<file path="src/hdl/csu_pkg.sv">
// Constants of the chip-select unit: register indices, field positions,
// fixed read bits, write masks, reset values and the sequencer state encoding.
// Assumes a 32-bit classic Wishbone bus whose byte address is four times the index.
package csu_pkg;

  // Register indices; the byte address is the index times four.
  localparam logic [7:0] CSU_IDX_LOW = 8'hA2;
  localparam logic [7:0] CSU_IDX_PER = 8'hA4;
  localparam logic [7:0] CSU_IDX_MID = 8'hA6;
  localparam logic [7:0] CSU_IDX_AUX = 8'hA8;
  localparam logic [7:0] CSU_IDX_STAT = 8'hAA;

  // Field positions.
  localparam int CSU_RDY_BIT = 2;
  localparam int CSU_WEXT_BIT = 3;
  localparam int CSU_WAIT_LSB = 0;
  localparam int CSU_EX_BIT = 7;
  localparam int CSU_MS_BIT = 6;
  localparam int CSU_SIZE_LSB = 8;
  localparam int CSU_DA_BIT = 7;
  localparam int CSU_PSE_BIT = 6;
  localparam int CSU_UB_LSB = 12;
  localparam int CSU_MBASE_LSB = 9;
  localparam int CSU_PBASE_LSB = 7;

  // Reserved bits read back at their fixed levels; only masked bits are stored.
  localparam logic [15:0] CSU_LOW_FIX = 16'h0F38;
  localparam logic [15:0] CSU_PER_FIX = 16'h0070;
  localparam logic [15:0] CSU_MID_FIX = 16'h01F8;
  localparam logic [15:0] CSU_AUX_FIX = 16'h8038;
  localparam logic [15:0] CSU_LOW_WMASK = 16'h70C7;
  localparam logic [15:0] CSU_PER_WMASK = 16'hFF8F;
  localparam logic [15:0] CSU_MID_WMASK = 16'hFE07;
  localparam logic [15:0] CSU_AUX_WMASK = 16'h7FC7;
  localparam logic [15:0] CSU_REG_RST = 16'h0000;

  // Peripheral window layout: 256-byte slots inside a 2K block.
  localparam int CSU_PSLOT_LSB = 8;
  localparam logic [2:0] CSU_PSLOT_RSVD = 3'h4;
  localparam logic [2:0] CSU_PSLOT_UP0 = 3'h5;
  localparam logic [2:0] CSU_PSLOT_UP1 = 3'h6;

  // Bus-cycle sequencer, Gray along idle, address phase, data phase.
  typedef enum logic [1:0] {
    CSU_IDLE = 2'b00,
    CSU_ADDR = 2'b01,
    CSU_DATA = 2'b11
  } csu_state_t;

endpackage : csu_pkg

</file>
<file path="src/hdl/csu_top.sv">
// Chip-select unit: decodes each processor bus cycle into active-low selects,
// applies wait states and ready mode, and holds four configuration registers.
// Assumes cycle requests come from same-clock logic; ready and strap are pins.
//
// Our own choice: the Wishbone slave port.
`timescale 1ns/1ps
`default_nettype none

module csu_top
  import csu_pkg::*;
#(
  parameter int ADR_W = 10
) (
  // Clock, reset and clock enable.
  input wire logic clk_i,
  input wire logic rst_i,
  input wire logic ce_i,
  // Wishbone register slave.
  input wire logic wb_cyc_i,
  input wire logic wb_stb_i,
  input wire logic wb_we_i,
  input wire logic [ADR_W-1:0] wb_adr_i,
  input wire logic [3:0] wb_sel_i,
  input wire logic [31:0] wb_dat_i,
  output logic [31:0] wb_dat_o,
  output logic wb_ack_o,
  // Processor bus cycle.
  input wire logic cyc_start_i,
  input wire logic [19:0] cyc_addr_i,
  input wire logic cyc_io_i,
  output logic bus_done_o,
  output logic address_drive_o,
  // Pins from outside.
  input wire logic ext_ready_i,
  input wire logic addr_strap_n_i,
  // Select pins and the psram mode output.
  output logic low_select_n_o,
  output logic [3:0] midrange_selects_n_o,
  output logic [3:0] peripheral_selects_n_o,
  output logic [1:0] upper_peripheral_selects_n_o,
  output logic psram_mode_o
);

  function automatic logic [3:0] csu_lower_waits(input logic [2:0] code);
    logic [3:0] w;
    w = 4'h0;
    unique case (code)
      3'h0: w = 4'h0;
      3'h1: w = 4'h1;
      3'h2: w = 4'h2;
      3'h3: w = 4'h3;
      3'h4: w = 4'h5;
      3'h5: w = 4'h7;
      3'h6: w = 4'h9;
      3'h7: w = 4'hF;
    endcase
    return w;
  endfunction : csu_lower_waits

  // Returns {hit, select index}; a size code that is not one-hot never hits.
  function automatic logic [2:0] csu_mid_decode(input logic [19:0] a, input logic [6:0] base,
                                                input logic [6:0] size);
    logic [2:0] r;
    r = 3'h0;
    for (int i = 0; i < 7; i++) begin
      if (size == 7'(1 << i)) begin
        r[1:0] = a[11+i +: 2];
      end
    end
    r[2] = $onehot(size) && (((a[19:13] ^ base) & ~(size - 7'h01)) == 7'h00);
    return r;
  endfunction : csu_mid_decode

  function automatic logic [15:0] csu_merge(input logic [15:0] old, input logic [31:0] d,
                                            input logic [3:0] sel, input logic [15:0] wmask);
    logic [15:0] n;
    n = old;
    if (sel[0]) begin
      n[7:0] = d[7:0];
    end
    if (sel[1]) begin
      n[15:8] = d[15:8];
    end
    return n & wmask;
  endfunction : csu_merge

  logic [15:0] low_q;
  logic [15:0] per_q;
  logic [15:0] mid_q;
  logic [15:0] aux_q;
  logic low_wr_q;
  logic per_wr_q;
  logic mid_wr_q;
  logic aux_wr_q;
  logic rdy_s1_q;
  logic rdy_s2_q;
  logic strap_s1_q;
  logic strap_s2_q;
  logic strap_taken_q;
  logic strap_force_q;
  csu_state_t state_q;
  logic [19:0] lat_addr_q;
  logic lat_io_q;
  logic low_hit_q;
  logic mid_hit_q;
  logic [1:0] mid_idx_q;
  logic per_hit_q;
  logic [2:0] per_slot_q;
  logic [3:0] waits_q;
  logic [3:0] cnt_q;
  logic ign_q;

  logic wb_req;
  logic [7:0] wb_idx;
  logic mid_act;
  logic per_act;
  logic [2:0] mid_dec;
  logic low_hit_d;
  logic per_hit_d;
  logic [3:0] waits_d;
  logic ign_d;

  assign wb_req = wb_cyc_i && wb_stb_i && !wb_ack_o;
  assign wb_idx = wb_adr_i[9:2];
  assign mid_act = mid_wr_q && aux_wr_q;
  assign per_act = per_wr_q && aux_wr_q;

  // Wishbone slave: answers one cycle after the request, unmapped reads give zero.
  always_ff @(posedge clk_i) begin
    if (rst_i) begin
      wb_ack_o <= 1'b0;
      wb_dat_o <= 32'h0000_0000;
    end else if (ce_i) begin
      wb_ack_o <= wb_req;
      if (wb_req) begin
        unique case (wb_idx)
          CSU_IDX_LOW: wb_dat_o <= {16'h0000, low_q | CSU_LOW_FIX};
          CSU_IDX_PER: wb_dat_o <= {16'h0000, per_q | CSU_PER_FIX};
          CSU_IDX_MID: wb_dat_o <= {16'h0000, mid_q | CSU_MID_FIX};
          CSU_IDX_AUX: wb_dat_o <= {16'h0000, aux_q | CSU_AUX_FIX};
          CSU_IDX_STAT: wb_dat_o <= {24'h000000, strap_force_q, state_q, low_wr_q,
                                     per_wr_q, mid_wr_q, aux_wr_q, 1'b0};
          default: wb_dat_o <= 32'h0000_0000;
        endcase
      end
    end
  end

  // Configuration writes; each register also records that it was written.
  always_ff @(posedge clk_i) begin
    if (rst_i) begin
      low_q <= CSU_REG_RST;
      per_q <= CSU_REG_RST;
      mid_q <= CSU_REG_RST;
      aux_q <= CSU_REG_RST;
      low_wr_q <= 1'b0;
      per_wr_q <= 1'b0;
      mid_wr_q <= 1'b0;
      aux_wr_q <= 1'b0;
    end else if (ce_i && wb_req && wb_we_i) begin
      unique case (wb_idx)
        CSU_IDX_LOW: begin
          low_q <= csu_merge(low_q, wb_dat_i, wb_sel_i, CSU_LOW_WMASK);
          low_wr_q <= 1'b1;
        end
        CSU_IDX_PER: begin
          per_q <= csu_merge(per_q, wb_dat_i, wb_sel_i, CSU_PER_WMASK);
          per_wr_q <= 1'b1;
        end
        CSU_IDX_MID: begin
          mid_q <= csu_merge(mid_q, wb_dat_i, wb_sel_i, CSU_MID_WMASK);
          mid_wr_q <= 1'b1;
        end
        CSU_IDX_AUX: begin
          aux_q <= csu_merge(aux_q, wb_dat_i, wb_sel_i, CSU_AUX_WMASK);
          aux_wr_q <= 1'b1;
        end
        default: begin
        end
      endcase
    end
  end

  // Pin synchronisers.
  always_ff @(posedge clk_i) begin
    if (rst_i) begin
      rdy_s1_q <= 1'b0;
      rdy_s2_q <= 1'b0;
    end else if (ce_i) begin
      rdy_s1_q <= ext_ready_i;
      rdy_s2_q <= rdy_s1_q;
    end
  end

  // The strap pair keeps sampling through reset, so the pin level is known at release.
  always_ff @(posedge clk_i) begin
    if (ce_i) begin
      strap_s1_q <= addr_strap_n_i;
      strap_s2_q <= strap_s1_q;
    end
  end

  // The strap is caught once, on the first enabled edge after reset release.
  // Because of the synchroniser, the pin must be stable a few cycles around release.
  always_ff @(posedge clk_i) begin
    if (rst_i) begin
      strap_taken_q <= 1'b0;
      strap_force_q <= 1'b0;
    end else if (ce_i && !strap_taken_q) begin
      strap_taken_q <= 1'b1;
      strap_force_q <= !strap_s2_q;
    end
  end

  // Decode of the requested address, prioritised low, then midrange, then peripheral.
  always_comb begin
    mid_dec = csu_mid_decode(cyc_addr_i, mid_q[15:CSU_MBASE_LSB],
                             aux_q[CSU_SIZE_LSB +: 7]);
    low_hit_d = low_wr_q && !cyc_io_i && !cyc_addr_i[19]
                && ((cyc_addr_i[18:16] & ~low_q[CSU_UB_LSB +: 3]) == 3'h0);
    per_hit_d = per_act && (cyc_io_i != aux_q[CSU_MS_BIT])
                && (cyc_addr_i[19:11] == per_q[15:CSU_PBASE_LSB]);
    waits_d = 4'h0;
    ign_d = 1'b1;
    if (low_hit_d) begin
      waits_d = {2'b00, low_q[CSU_WAIT_LSB +: 2]};
      ign_d = low_q[CSU_RDY_BIT];
    end else if (mid_act && !cyc_io_i && mid_dec[2]) begin
      waits_d = {2'b00, mid_q[CSU_WAIT_LSB +: 2]};
      ign_d = mid_q[CSU_RDY_BIT];
    end else if (per_hit_d && cyc_addr_i[10]) begin
      waits_d = {2'b00, aux_q[CSU_WAIT_LSB +: 2]};
      ign_d = aux_q[CSU_RDY_BIT];
    end else if (per_hit_d) begin
      waits_d = csu_lower_waits({per_q[CSU_WEXT_BIT], per_q[CSU_WAIT_LSB +: 2]});
      ign_d = per_q[CSU_RDY_BIT];
    end
  end

  // Bus-cycle sequencer and wait counting.
  always_ff @(posedge clk_i) begin
    if (rst_i) begin
      state_q <= CSU_IDLE;
      lat_addr_q <= 20'h00000;
      lat_io_q <= 1'b0;
      low_hit_q <= 1'b0;
      mid_hit_q <= 1'b0;
      mid_idx_q <= 2'h0;
      per_hit_q <= 1'b0;
      per_slot_q <= 3'h0;
      waits_q <= 4'h0;
      cnt_q <= 4'h0;
      ign_q <= 1'b1;
      bus_done_o <= 1'b0;
    end else if (ce_i) begin
      bus_done_o <= 1'b0;
      unique case (state_q)
        CSU_IDLE: begin
          if (cyc_start_i) begin
            state_q <= CSU_ADDR;
            lat_addr_q <= cyc_addr_i;
            lat_io_q <= cyc_io_i;
            low_hit_q <= low_hit_d;
            mid_hit_q <= !low_hit_d && mid_act && !cyc_io_i && mid_dec[2];
            mid_idx_q <= mid_dec[1:0];
            per_hit_q <= !low_hit_d && !(mid_act && !cyc_io_i && mid_dec[2]) && per_hit_d;
            per_slot_q <= cyc_addr_i[CSU_PSLOT_LSB +: 3];
            waits_q <= waits_d;
            cnt_q <= waits_d;
            ign_q <= ign_d;
          end
        end
        CSU_ADDR: begin
          state_q <= CSU_DATA;
        end
        CSU_DATA: begin
          if (cnt_q != 4'h0) begin
            cnt_q <= cnt_q - 4'h1;
          end else if (ign_q || rdy_s2_q) begin
            state_q <= CSU_IDLE;
            bus_done_o <= 1'b1;
          end
        end
      endcase
    end
  end

  // Select pins; the low select follows the early address, the rest the ad bus.
  always_ff @(posedge clk_i) begin
    if (rst_i) begin
      low_select_n_o <= 1'b1;
      midrange_selects_n_o <= 4'hF;
      peripheral_selects_n_o <= 4'hF;
      upper_peripheral_selects_n_o <= 2'b11;
      address_drive_o <= 1'b0;
      psram_mode_o <= 1'b0;
    end else if (ce_i) begin
      psram_mode_o <= low_wr_q && low_q[CSU_PSE_BIT];
      if (state_q == CSU_IDLE && cyc_start_i) begin
        low_select_n_o <= !low_hit_d;
        address_drive_o <= !(low_hit_d && low_q[CSU_DA_BIT]) || strap_force_q;
      end else if (state_q == CSU_ADDR) begin
        address_drive_o <= 1'b0;
        for (int i = 0; i < 4; i++) begin
          midrange_selects_n_o[i] <= !(mid_hit_q && mid_idx_q == 2'(i));
          peripheral_selects_n_o[i] <= !(per_hit_q && per_slot_q == 3'(i));
        end
        if (per_act && !aux_q[CSU_EX_BIT]) begin
          upper_peripheral_selects_n_o <= {lat_addr_q[2], lat_addr_q[1]};
        end else begin
          upper_peripheral_selects_n_o <= {!(per_hit_q && per_slot_q == CSU_PSLOT_UP1),
                                           !(per_hit_q && per_slot_q == CSU_PSLOT_UP0)};
        end
      end else if (state_q == CSU_DATA && cnt_q == 4'h0 && (ign_q || rdy_s2_q)) begin
        low_select_n_o <= 1'b1;
        midrange_selects_n_o <= 4'hF;
        peripheral_selects_n_o <= 4'hF;
        if (per_act && !aux_q[CSU_EX_BIT]) begin
          upper_peripheral_selects_n_o <= {lat_addr_q[2], lat_addr_q[1]};
        end else begin
          upper_peripheral_selects_n_o <= 2'b11;
        end
      end
    end
  end

  // Helper counting data-phase cycles for the wait-state checks.
  logic [4:0] data_cycles_q;
  always_ff @(posedge clk_i) begin
    if (rst_i) begin
      data_cycles_q <= 5'h00;
    end else if (ce_i) begin
      if (state_q != CSU_DATA) begin
        data_cycles_q <= 5'h00;
      end else if (data_cycles_q != 5'h1F) begin
        data_cycles_q <= data_cycles_q + 5'h01;
      end
    end
  end
endmodule : csu_top

`default_nettype wire

</file>
<file path="config.mk">
export PLATFORM = sky130hd
export DESIGN_NAME = csu_top
export DESIGN_NICKNAME = d
export VERILOG_FILES = /design/src/hdl/csu_pkg.sv /design/src/hdl/csu_top.sv
export SDC_FILE = /design/constraint.sdc
export NUM_CORES = 1
export LEC_CHECK = 0
export ABC_AREA = 1
export BUFFER_PORTS_ARGS = -buffer_cell sky130_fd_sc_hd__clkbuf_2
export CAP_MARGIN = 20
export CORE_ASPECT_RATIO = 1.1
export CORE_UTILIZATION = 30
export DETAILED_ROUTE_END_ITERATION = 16
export SLEW_MARGIN = 20
export SYNTH_ARGS = -nofsm -noshare
export SYNTH_HDL_FRONTEND = slang
export SYNTH_SLANG_ARGS = --single-unit
</file>
<file path="constraint.sdc">
create_clock -name clk_i -period 3.15 [get_ports clk_i]
set_input_delay 0.63 -clock clk_i [delete_from_list [all_inputs] [get_ports clk_i]]
set_output_delay 0.63 -clock clk_i [all_outputs]
set_load 0.005 [all_outputs]
</file>
**After elaboration in Yosys (flattened, before gate mapping)**

Memory sizes are Yosys's and may differ from the RTL's. A register that Yosys moved wholly into a read port is not among the register bits.
Cells that the tools add are included.

- Output and inout port bits: 47
- ROM bits: 32
- Logic and storage cells: 208
- Memories: 1
- Input port bits: 76
- Register bits: 117

Memory list:

| name | depth | bits a word | read ports | clocked after Yosys merged registers in | write ports | RTL line | text |
|---|---|---|---|---|---|---|---|
| (name not given) | 8 | 4 | 1 | 1 | 0 | csu_top.sv:47 | `unique case (code)` |

- Bitwise operators: 6
- Add/subtract/negate cells: 8
- Equality and inequality tests: 30
- Reductions and logical operators: 88
- Mux-type cells: 40

Operators by type and width:

| kind | count |
|---|---|
| $pmux 16 s5 | 1 |
| $eq 8x8->1 const B | 5 |
| $logic_and 1x1->1 | 37 |
| $mux 4 | 9 |
| $reduce_and 3->1 | 11 |
| $mux 2 | 14 |
| $logic_not 1->1 | 19 |
| $mux 1 | 12 |
| $reduce_and 2->1 | 6 |
| $ne 2x2->1 const B | 5 |
| $eq 9x9->1 | 1 |
| $pmux 4 s2 | 1 |
| $reduce_and 4->1 | 2 |
| $reduce_bool 2->1 | 4 |
| $and 7x7->7 | 1 |
| $eq 7x1->1 const B | 1 |
| $eq 7x2->1 const B | 1 |
| $eq 7x3->1 const B | 1 |
| $eq 7x4->1 const B | 1 |
| $eq 7x5->1 const B | 1 |
| $eq 7x6->1 const B | 1 |
| $eq 7x7->1 const B | 1 |
| $logic_not 7->1 | 1 |
| $not 7->7 | 1 |
| other kinds (23) | 35 |

**Logic depth before layout (Yosys ltp)**

Gate-level depths: netlist (run 1).

- Depth in word-level cells: 10
- Gate-level depth with buffers: 17
- Depth with buffers taken out: 17

**Worst setup path after synthesis (run 1)**

OpenSTA, ideal clock, no wires.

- Kind: flip-flop to flip-flop
- Start: register aux_q[8]
- End: register ign_q
- Library setup time: 0.126 ns
- Stages on the path, launching flop included: 17
- Setup slack: -0.123 ns
- Data arrival time: 3.148 ns
- Required time: 3.024 ns
- Path through: dfxtp_1 -> inv_1 -> fa_1 -> fa_1 -> fa_1 -> inv_1 -> fa_1 -> nor2_1 -> nand3b_1 -> nor2_1 -> nand2_1 -> nor2_1 -> a21oi_1 -> o21ai_0 -> nand3_1 -> o21ai_0 -> nand2_1

- Cells in the longest elaborated chain, start to end: 8
- Elaborated cells between the ends (all ways): 12

RTL lines:

| what | RTL line | text |
|---|---|---|
| from (decl) | csu_top.sv:90 | `logic [15:0] aux_q;` |
| from (signal assigned) | csu_top.sv:175 | `aux_q <= csu_merge(aux_q, wb_dat_i, wb_sel_i, CSU_AUX_WMASK);` |
| $add 1x1->2 (not written as such) / $sub 7x1->7 (equally long branches) | csu_top.sv:70 | `r[2] = $onehot(size) && (((a[19:13] ^ base) & ~(size - 7'h01)) == 7'h00);` |
| $add 2x2->3 (not written as such) / $not 7->7 (equally long branches) | csu_top.sv:70 |  |
| $add 3x3->3 (not written as such) / $and 7x7->7 (equally long branches) | csu_top.sv:70 |  |
| $eq 3x1->1 / $logic_not 7->1 (equally long branches) | csu_top.sv:70 |  |
| $logic_and 1x1->1 * | csu_top.sv:70 |  |
| $logic_and 1x1->1 * | csu_top.sv:228 | `end else if (mid_act && !cyc_io_i && mid_dec[2]) begin` |
| $mux 1 * | csu_top.sv:228 |  |
| $mux 1 * | csu_top.sv:225 | `if (low_hit_d) begin` |
| to (signal assigned) | csu_top.sv:270 | `ign_q <= ign_d;` |
| to (decl) | csu_top.sv:111 | `logic ign_q;` |

Every way passes the cells marked *; elsewhere a longest branch is shown, timed or not.
A chain may end at the register's enable or synchronous reset.

**Final worst setup path (run 1)**

- Start: register aux_q[11]
- End: register cnt_q[0]

- Cells in the longest elaborated chain, start to end: 10
- Elaborated cells between the ends (all ways): 14

RTL lines:

| what | RTL line | text |
|---|---|---|
| $add 1x1->2 (not written as such) / $sub 7x1->7 (equally long branches) | csu_top.sv:70 |  |
| $add 2x2->3 (not written as such) / $not 7->7 (equally long branches) | csu_top.sv:70 |  |
| $add 3x3->3 (not written as such) / $and 7x7->7 (equally long branches) | csu_top.sv:70 |  |
| $eq 3x1->1 / $logic_not 7->1 (equally long branches) | csu_top.sv:70 |  |
| $logic_and 1x1->1 * | csu_top.sv:70 |  |
| $logic_and 1x1->1 * | csu_top.sv:228 |  |
| $mux 4 * | csu_top.sv:228 |  |
| $mux 4 * | csu_top.sv:225 |  |
| $mux 4 * | csu_top.sv:259 | `if (cyc_start_i) begin` |
| $pmux 4 s2 * | csu_top.sv:257 | `unique case (state_q)` |
| to (signal assigned) | csu_top.sv:269 | `cnt_q <= waits_d;` |
| to (signal assigned) | csu_top.sv:278 | `cnt_q <= cnt_q - 4'h1;` |
| to (decl) | csu_top.sv:110 | `logic [3:0] cnt_q;` |

Every way passes the cells marked *; elsewhere a longest branch is shown, timed or not. The select of a mux whose other input is x is not followed.

==> results of run 1 <==
registers in the layout, summed over array words and instances, names as in the netlist, 2 cells and up, named ones only:
name	count
wb_dat_o	16
per_q	13
aux_q	12
mid_q	10
low_q	8
cnt_q	4
midrange_selects_n_o	4
peripheral_selects_n_o	4
per_slot_q	3
lat_addr_q	2
mid_idx_q	2
state_q	2
upper_peripheral_selects_n_o	2
metal layers:
layer  wire length [µm]  vias to the layer above
met5                  0                        -
met4                497                        0
met3                837                       31
met2               6690                      157
met1               7180                     2274
li1                   -                     2560
power breakdown:
group	total, W	internal (W)	leakage [nW]	switching [W]
combinational	0.000219	0.0000780	1.66	0.000141
sequential	0.00137	0.00135	0.848	0.0000211
clock	0.00123	0.000684	0.163	0.000543
critical path: cells and delay by family, from the launching register on:
family | cells | cell delay [ns]
AO/OA/AOI/OAI | 1 | 0.12
adder cells (fa/ha/maj) | 4 | 1.74
buffers and inverters | 4 | 0.26
flip-flops | 1 | 0.34
AND/OR/NAND/NOR | 9 | 0.78
cell families after synthesis:
| kind of cell | after synthesis | share of synthesized area (%) |
|---|---|---|
| and+or+nand+nor | 271 | 23.0 |
| AOI/OAI and AO/OA | 202 | 20.9 |
| buffers and inverters | 137 | 11.4 |
| DFF | 104 | 40.7 |
| adders and majority gates | 9 | 2.76 |
| xor gates and xnor gates | 7 | 1.19 |
| other | 1 | 0.0726 |
final timing paths:
check                           slack [ns]                         end  depth (start not counted)              startpoint
worst max-delay path                 -0.15       cnt_q[0]$_SDFFE_PP0P_                         18  aux_q[11]$_SDFFE_PP0P_
worst min-delay path                  0.43  strap_force_q$_SDFFE_PP0P_                          1    strap_s2_q$_DFFE_PP_
worst max register to register       -0.15       cnt_q[0]$_SDFFE_PP0P_                         18  aux_q[11]$_SDFFE_PP0P_
worst min register to register        0.43  strap_force_q$_SDFFE_PP0P_                          1    strap_s2_q$_DFFE_PP_
per-stage QoR:
stage / worst slack (ns) / total power, W / area, µm² / instances / hold slack [ns]
after floorplan: -0.0225 / 0.00153 / 5240 / 746 / 0.399
after global placement: -0.196 / 0.00162 / 5860 / 1037 / 0.409
after detailed placement: -0.221 / 0.00162 / 5860 / 1037 / 0.406
after CTS: -0.138 / 0.00283 / 6190 / 1053 / 0.427
after global routing: -0.252 / 0.00292 / 6210 / 1054 / 0.448
final: -0.152 / 0.00281 / 6210 / 1054 / 0.427
final cells by class:
cell class	count	area share, %
repair buffers	99	8.89
flip-flops and latches	104	33.9
clock inverters	6	1.27
inverters	101	6.23
clock buffers	10	4.03
well taps	229	4.62
multi-input cells	505	41.0
cell usage in the layout (no fill, tap or decap), types with 3 or more instances in the layout:
cell type / n
inv_1: 90
o221ai_1: 10
nor4_1: 3
o21ai_1: 3
fa_1: 3
xor2_1: 3
nor2_1: 69
clkbuf_16: 10
conb_1: 16
ha_1: 5
nand3_1: 43
dfxtp_1: 99
o211ai_1: 3
dfxtp_2: 3
nand4_1: 10
nor3_1: 6
nand2_1: 122
a21oi_1: 82
nand3b_1: 4
clkbuf_2: 78
xnor2_1: 4
o21ai_0: 92
nor2_2: 3
inv_2: 8
buf_4: 20
what timing repair did:
| action | CTS | global route |
|---|---|---|
| endpoints found under the setup margin | 7 | 7 |
| pin swaps | 7 | 2 |
| resized for setup | 3 | 1 |
| setup buffers | 0 | 1 |
==> reports/summary.txt, run 1 <==
post-synthesis register bit count - 104
largest cells by area after synthesis - dfxtp_1 40%, o21ai_0 8.9%, nand2_1 8.9%
Rows - 49
worst skew pair latency - 0.35 ns
Worst path most repeated cell - nand2_1
number of antenna violations at the first check in global routing - 0
Yosys warning count - 0
Layout area overhead - 20.2%
Die Area - 0.0177 mm²
Antenna Nets Post-Route - 0
post-synthesis average cell area - 7.07 µm²
Largest stage delay, worst path - 0.56 ns
vias in the first global route - 4,656
wire length per cell - 14.4 µm
Slew Limit Fails - 0
WP data required - 3.43 ns
Worst path slowest cell - fa_1
Die Wd - 127 µm
number of buffers inserted by hold repair at cts - 0
HPWL after DPL - 11.7 mm
FFs w/ async S/R, synth - 0%
layout cells sized above 1 - 17.2%
commonest cells in the netlist - 122 x nand2_1, 102 x dfxtp_1, 94 x inv_1, 92 x o21ai_0, 84 x a21oi_1
total CTS buffers - 9
# clock sinks - 104
GRT overflow - 0
port buffer count - 78
critical path class - reg2reg
first-pass GRT wire length - 24.2 mm
clk_skew - 0.00858 ns
CTS H-tree lvls - 3
clk root buf - clkbuf_16
main flop type after synthesis - dfxtp_1
starting density of the core - 31.1%
aggregate routed wire length - 15.2 mm
Worst slew margin - 59.4%
largest area contributor in the netlist - dfxtp_1
CP endpoint kind - flop
Starting DRT DRC Count - 363
GP Congestion - 0.912
Final Core Density - 37.4%
nets@finish - 905
Setup TNS Final - -0.649 ns
post-synthesis sequential area ratio - 40.7%
# fillers - 1,803
worst IR drop on VDD - 0.287 mV
drt pass-1 iters - 5
M3 GR Usage - 2.35%
Worst setup SP type - flop
vias per std cell - 4.76
diode count - 0
# Max-Cap Violations - 0
CP Max Fanout - 3
crit path DAT - 3.58 ns
final setup margin - -0.152 ns
met1 Usage GRT - 23.9%
Reg area - 0.00211 mm²
pwr dens - 454 mW/mm²
multi-input gate area in the final layout - 0.00255 mm²
cell with the most instances after synthesis - nand2_1
RSZ-0062 raised after global routing - yes
Vert. Die Dim - 140 µm
DRC - 0
failing checks - setup timing
min cycle time layout - 3.30 ns
clock tree buffer depth - 2
GRT Max-Usage Layer - met2
pin count of the biggest net entering global routing - 28
post-synth top area share - 39.5%
leakage power - 2.67 nW
Min-Delay Path Class - reg2reg
core area - 0.0166 mm²
Netlist cell types - 42
status - finished, violations left
# IOs - 123
CTS tree - done
CTS clock-pin slew for the worst setup and hold paths - 0.07 ns
endpoints failing hold - 0
synthesized instance count - 731
Critical Path, Cell by Cell - inv_2 > fa_1 > fa_1 > fa_2 > inv_2 > fa_1 > nor2_1 > nand3b_1 > nor2_1 > nand2_1 > nor2_4 > buf_6 > nand4_1 > nand2_1 > inv_1 > nand2_1 > nand2_1 > a21oi_1
synthesized cell area - 0.00516 mm²
gr usage total - 17.6%
Post-synth EDFFs - 2
fmax - 303 MHz
final setup fails - 7
Worst-Margin Slew - 0.604 ns
routed vias - 5,022
GR Layer Usage met2 - 27.6%
period utilisation layout - 105%
Power figures use the tool's default switching activity.
==> run 2: changes to the inputs <==
--- a/config.mk
+++ b/config.mk
@@ -9,6 +9,7 @@
 export BUFFER_PORTS_ARGS = -buffer_cell sky130_fd_sc_hd__clkbuf_2
 export CAP_MARGIN = 20
 export CORE_ASPECT_RATIO = 1.1
+export CORE_MARGIN = 5
 export CORE_UTILIZATION = 30
 export DETAILED_ROUTE_END_ITERATION = 16
 export SLEW_MARGIN = 20
==> constraint.sdc (replaced) <==
create_clock -name clk_i -period 3.15 [get_ports clk_i]
set_input_delay 0.63 -clock clk_i [delete_from_list [all_inputs] [get_ports clk_i]]
set_output_delay 0.63 -clock clk_i [all_outputs]
set_load 0.01 [all_outputs]
==> reports/summary.txt, run 2 (synthesis gave the netlist of run 1 again) <==
fmax - 302 MHz (-0.26%)
RSZ-0062 raised after global routing - yes
sw frac - 25.3% (+0.26 points)
Layout area overhead - 19.9%
WP data required - 3.39 ns (-0.04 ns)
clock share of power - 41.8% (-1.8 points)
# IOs - 123 (unchanged)
DRC - 0 (unchanged)
Worst slew margin - 57.3% (-2.1 points)
Largest stage delay, worst path - 0.56 ns (about the same)
CTS H-tree lvls - 3 (unchanged)
aggregate routed wire length - 15.5 mm (+1.8%)
starting density of the core - 30.5% (-0.62 points)
final setup margin - -0.161 ns (-0.00866 ns)
Vert. Die Dim - 148 µm (+5.7%)
Starting DRT DRC Count - 362 (-0.28%)
worst skew pair latency - 0.35 ns (about the same)
vias per std cell - 4.71 (-1.2%)
CP delay by family, top - adder cells
Regs by FF count - wb_dat_o (16), per_q (13), aux_q (12)
Rows - 50 (+2.0%)
Antenna Nets Post-Route - 0 (unchanged)
Worst setup SP type - flop
crit path DAT - 3.55 ns (-0.03 ns)
CTS tree - done
HPWL after DPL - 12.0 mm (+1.9%)
first-pass GRT wire length - 24.7 mm (+1.7%)
failing checks - setup timing
endpoints failing hold - 0 (unchanged)
pin count of the biggest net entering global routing - 45 (+61%)
period utilisation layout - 105% (+0.28 points)
routed vias - 4,986 (-0.72%)
Net Sw Power - 0.000694 W (-1.6%)
Worst path slowest cell - fa_1
Top reg by flops - wb_dat_o
# clock sinks - 104 (unchanged)
worst IR drop on VDD - 0.264 mV (-8.0%)
GRT overflow - 0 (unchanged)
leakage power - 2.66 nW (-0.46%)
clk_skew - 0.00760 ns (-0.000975 ns)
clk root buf - clkbuf_16
wire length per cell - 14.6 µm (+1.4%)
clock tree buffer depth - 2 (unchanged)
min cycle time layout - 3.31 ns (+0.00866 ns)
# Max-Cap Violations - 0 (unchanged)
port buffer count - 78 (unchanged)
number of antenna violations at the first check in global routing - 0 (unchanged)
vias in the first global route - 4,550 (-2.3%)
nets@finish - 905 (unchanged)
layout cells sized above 1 - 17.5% (+0.24 points)
Worst-Margin Slew - 0.640 ns (+0.0365 ns)
Worst path most repeated cell - fa_1
Min-Delay Path Class - reg2reg
Comb power frac - 8.3% (+0.5 points)
cell-internal power - 0.00205 W (-2.9%)
critical path class - reg2reg
Die Wd - 135 µm (+6.3%)
Largest register FFs - 16 (unchanged)
Setup TNS Final - -0.873 ns (-0.224 ns)
Slew Limit Fails - 0 (unchanged)
CP Buf/Inv Count - 4 (unchanged)
Reg power frac - 49.9% (+1.2 points)
status - finished, violations left
Hold Slack - 0.431 ns (+0.00427 ns)
diode count - 0 (unchanged)
GP Congestion - 0.911 (about the same)
core area - 0.0170 mm² (+2.0%)
commonest cells after routing, fill and taps aside - 121 x nand2_1, 99 x dfxtp_1, 90 x o21ai_0, 89 x inv_1, 82 x a21oi_1
final setup fails - 7 (unchanged)
drt pass-1 iters - 5 (unchanged)
Die Area - 0.0199 mm² (+12%)
pwr dens - 443 mW/mm² (-2.4%)
CTS clock-pin slew for the worst setup and hold paths - 0.08 ns (about the same)
gr usage total - 15.4% (-2.2 points)
CP Max Fanout - 4 (+1)
commonest non-fill, non-tap cell in the layout - nand2_1
CP endpoint kind - flop
total CTS buffers - 9 (unchanged)
Critical Path, Cell by Cell - inv_2 > fa_1 > fa_1 > fa_2 > inv_2 > fa_1 > nor2_1 > nand3b_1 > nor2_1 > nand2_1 > nor2_4 > buf_6 > a21oi_2 > buf_4 > nand3b_1 > a21oi_2
[run 2: cell types whose count changed in the layout (fill, tap and decap cells not counted), moves of 2 or more]
cell and delta:
inv_8 -2, o21ai_0 -2, o21ai_1 +2, clkinv_2 +2
[run 2: layout make-up]
cell class	instances	area, µm²
Clock inverter	6	66.3
Inverter	101	387
Clock buffer	10	229
Multi-Input combinational cell	505	2560
Sequential cell	104	2110
Tap cell	234	293
Timing Repair Buffer	99	556
Fill cell	1841	10800
[run 2: power groups by stage]
stage / Clock (W) / Combinational (W) / Sequential (W)
6_report: 0.00115 / 0.000227 / 0.00137
5_1_grt: 0.00122 / 0.000259 / 0.00137
4_1_cts: 0.00117 / 0.000227 / 0.00137
3_5_place_dp: 0 / 0.000226 / 0.00140
3_3_place_gp: 0 / 0.000226 / 0.00140
2_1_floorplan: 0 / 0.000140 / 0.00140
[run 2: per-stage QoR]
stage	power, W	utilization [%]	setup slack [ns]	cell area [µm²]	cells
after global placement	0.00162	34.5	-0.246	5850	1040
final	0.00274	36.5	-0.161	6190	1059
after detailed placement	0.00162	34.5	-0.314	5850	1040
after floorplan	0.00154	-	-0.0225	5240	746
after global routing	0.00285	36.5	-0.402	6190	1059
after CTS	0.00276	36.5	-0.149	6180	1058
[run 2: final timing paths]
kind                            slack, ns                   start  depth (start not counted)                          to
worst min register to register       0.43    strap_s2_q$_DFFE_PP_                          1  strap_force_q$_SDFFE_PP0P_
worst max-delay path                -0.16  aux_q[11]$_SDFFE_PP0P_                         16       cnt_q[3]$_SDFFE_PP0P_
worst min-delay path                 0.43    strap_s2_q$_DFFE_PP_                          1  strap_force_q$_SDFFE_PP0P_
worst max register to register      -0.16  aux_q[11]$_SDFFE_PP0P_                         16       cnt_q[3]$_SDFFE_PP0P_
[run 2: metal layers]
layer	up-vias	part of all wire, %	global-route usage [%]
li1	2565	-	-
met1	2268	46	21.6
met2	141	46	24.0
met3	12	6.4	3.47
met4	0	1.3	3.93
met5	-	0	0
[run 2: repair_timing]
action,CTS,global route
buffers inserted,2,1
gates resized for setup,9,2
endpoints found under the setup margin,7,7
hold buffers,0,0
pin swaps,8,5
==> run 3: changes to the inputs <==
==> constraint.sdc (replaced) <==
create_clock -name clk_i -period 3.15 [get_ports clk_i]
set_input_delay 0.945 -clock clk_i [delete_from_list [all_inputs] [get_ports clk_i]]
set_output_delay 0.945 -clock clk_i [all_outputs]
set_load 0.01 [all_outputs]
==> reports/summary.txt, run 3 (synthesis gave the netlist of run 1 again) <==
pwr dens - 438 mW/mm² (-1.2%)
fmax - 300 MHz (-0.54%)
Top reg by flops - wb_dat_o
# Max-Cap Violations - 0 (unchanged)
Largest stage delay, worst path - 0.50 ns (-0.06 ns)
clock tree buffer depth - 2 (unchanged)
total CTS buffers - 9 (unchanged)
core area - 0.0170 mm² (unchanged)
GRT overflow - 0 (unchanged)
WP data required - 3.44 ns (+0.05 ns)
multi-input gate area in the final layout - 0.00255 mm² (-0.20%)
leakage power - 2.66 nW (-0.18%)
layout cells sized above 1 - 17.3% (-0.12 points)
Worst path slowest cell - fa_1
starting density of the core - 30.5% (unchanged)
CTS clock-pin slew for the worst setup and hold paths - 0.07 ns (about the same)
Antenna Nets Post-Route - 0 (unchanged)
Die Wd - 135 µm (unchanged)
Starting DRT DRC Count - 344 (-5.0%)
CP endpoint kind - flop
Min-Delay Path Class - reg2reg
# IOs - 123 (unchanged)
commonest non-fill, non-tap cell in the layout - nand2_1
clk_skew - 0.00783 ns (+0.000222 ns)
routed vias - 4,981 (-0.10%)
worst IR drop on VDD - 0.287 mV (+8.7%)
DRC - 0 (unchanged)
min cycle time layout - 3.33 ns (+0.0178 ns)
CP Max Fanout - 3 (-1)
# fillers - 1,856 (+0.81%)
CP delay by family, top - adder cells
period utilisation layout - 106% (+0.57 points)
Slew Limit Fails - 0 (unchanged)
port buffer count - 78 (unchanged)
Die Area - 0.0199 mm² (unchanged)
vias per std cell - 4.70 (-0.10%)
worst skew pair latency - 0.35 ns (about the same)
Reg area - 0.00210 mm² (about the same)
RSZ-0062 raised after global routing - yes
crit path DAT - 3.62 ns (+0.07 ns)
Regs by FF count - wb_dat_o (16), per_q (13), aux_q (12)
final setup margin - -0.178 ns (-0.0178 ns)
number of antenna violations at the first check in global routing - 0 (unchanged)
status - finished, violations left
Critical Path, Cell by Cell - inv_4 > fa_1 > fa_1 > fa_2 > inv_2 > fa_1 > nor2_1 > nand3b_1 > nor2_1 > nand2_1 > nor2_4 > buf_6 > nand4_1 > nand2_1 > inv_1 > nand2_1 > nand2_2 > a21oi_2
Final Core Density - 36.4% (-0.10 points)
total power - 0.00270 W (-1.5%)
clk root buf - clkbuf_16
GP Congestion - 0.875 (-4.0%)
# clock sinks - 104 (unchanged)
Largest register FFs - 16 (unchanged)
wire length per cell - 14.6 µm (-0.23%)
CP Buf/Inv Count - 4 (unchanged)
final setup fails - 7 (unchanged)
HPWL after DPL - 11.9 mm (-0.28%)
vias in the first global route - 4,596 (+1.0%)
drt pass-1 iters - 4 (-1)
endpoints failing hold - 0 (unchanged)
Vert. Die Dim - 148 µm (unchanged)
gr usage total - 15.4% (about the same)
Hold Slack - 0.424 ns (-0.00646 ns)
CTS tree - done
pin count of the biggest net entering global routing - 72 (+60%)
diode count - 0 (unchanged)
nets@finish - 905 (unchanged)
aggregate routed wire length - 15.5 mm (-0.23%)
first-pass GRT wire length - 24.4 mm (-0.87%)
Worst slew margin - 56.4% (-0.92 points)
Layout area overhead - 19.5%
Worst-Margin Slew - 0.654 ns (+0.0138 ns)
commonest cells after routing, fill and taps aside - 121 x nand2_1, 100 x dfxtp_1, 92 x o21ai_0, 90 x inv_1, 82 x a21oi_1
critical path class - reg2reg
CTS H-tree lvls - 3 (unchanged)
failing checks - setup timing
Worst setup SP type - flop
Rows - 50 (unchanged)
run 3: cell count changes in the layout (fill, tap and decap cells not counted), moves of 2 or more:
| cell | previous run | this run |
|---|---|---|
| o21ai_1 | 5 | 3 |
| o21ai_0 | 90 | 92 |
| inv_6 | 3 | 0 |
| clkinv_4 | 1 | 3 |
| inv_8 | 0 | 3 |
run 3: through the flow:
step	setup TNS (ns)	worst slack, ns	instance area, µm²	instances
floorplan	-0.0225	-0.0225	5240	746
global placement	-0.944	-0.193	5850	1041
detailed placement	-1.16	-0.240	5850	1041
CTS	-0.690	-0.163	6160	1058
global route	-2.03	-0.376	6170	1059
finish	-0.725	-0.178	6170	1059
run 3: path summary, 6_finish.rpt:
kind                               from                    endpoint  slack [ns]  depth (start not counted)
hold / removal     strap_s2_q$_DFFE_PP_  strap_force_q$_SDFFE_PP0P_        0.42                          1
setup reg to reg  aux_q[9]$_SDFFE_PP0P_       cnt_q[0]$_SDFFE_PP0P_       -0.18                         18
setup / recovery  aux_q[9]$_SDFFE_PP0P_       cnt_q[0]$_SDFFE_PP0P_       -0.18                         18
hold reg to reg    strap_s2_q$_DFFE_PP_  strap_force_q$_SDFFE_PP0P_        0.42                          1
run 3: power breakdown:
group	switching, W	internal (W)	leakage [nW]	total, W
logic	0.000150	0.0000764	1.66	0.000226
clock network	0.000551	0.000556	0.146	0.00111
registers	0.0000210	0.00135	0.847	0.00137
run 3: timing repair:
action,4_1_cts,5_1_grt
pin swaps,4,3
gates resized for setup,2,3
hold buffers,0,0
setup buffers,1,1
setup endpoints to repair,7,7
run 3: layout make-up:
type / instances / area share (%)
clock buffers: 9 / 3.65
inverters: 101 / 6.26
repair buffers: 99 / 8.94
clock inverters: 7 / 1.01
well taps: 234 / 4.74
flip-flops and latches: 104 / 34.1
multi-input cells: 505 / 41.3
run 3: worst reg2reg max path: cells and delay by family, from the launching register on:
kind	cells	cell delay [ns]
DFF	1	0.35
AOI/OAI and AO/OA	1	0.12
buffers and inverters	4	0.26
and+or+nand+nor	9	0.81
adders and majority gates	4	1.73
run 3: layer usage:
metal / part of all wire (%) / vias to the layer above / global-route usage [%] / routed length [µm]
met3: 6.9 / 16 / 3.06 / 1060
li1: - / 2570 / - / -
met4: 1.9 / 0 / 5.24 / 297
met5: 0 / - / 0 / 0
met2: 45 / 127 / 24.1 / 6980
met1: 46 / 2268 / 21.2 / 7110
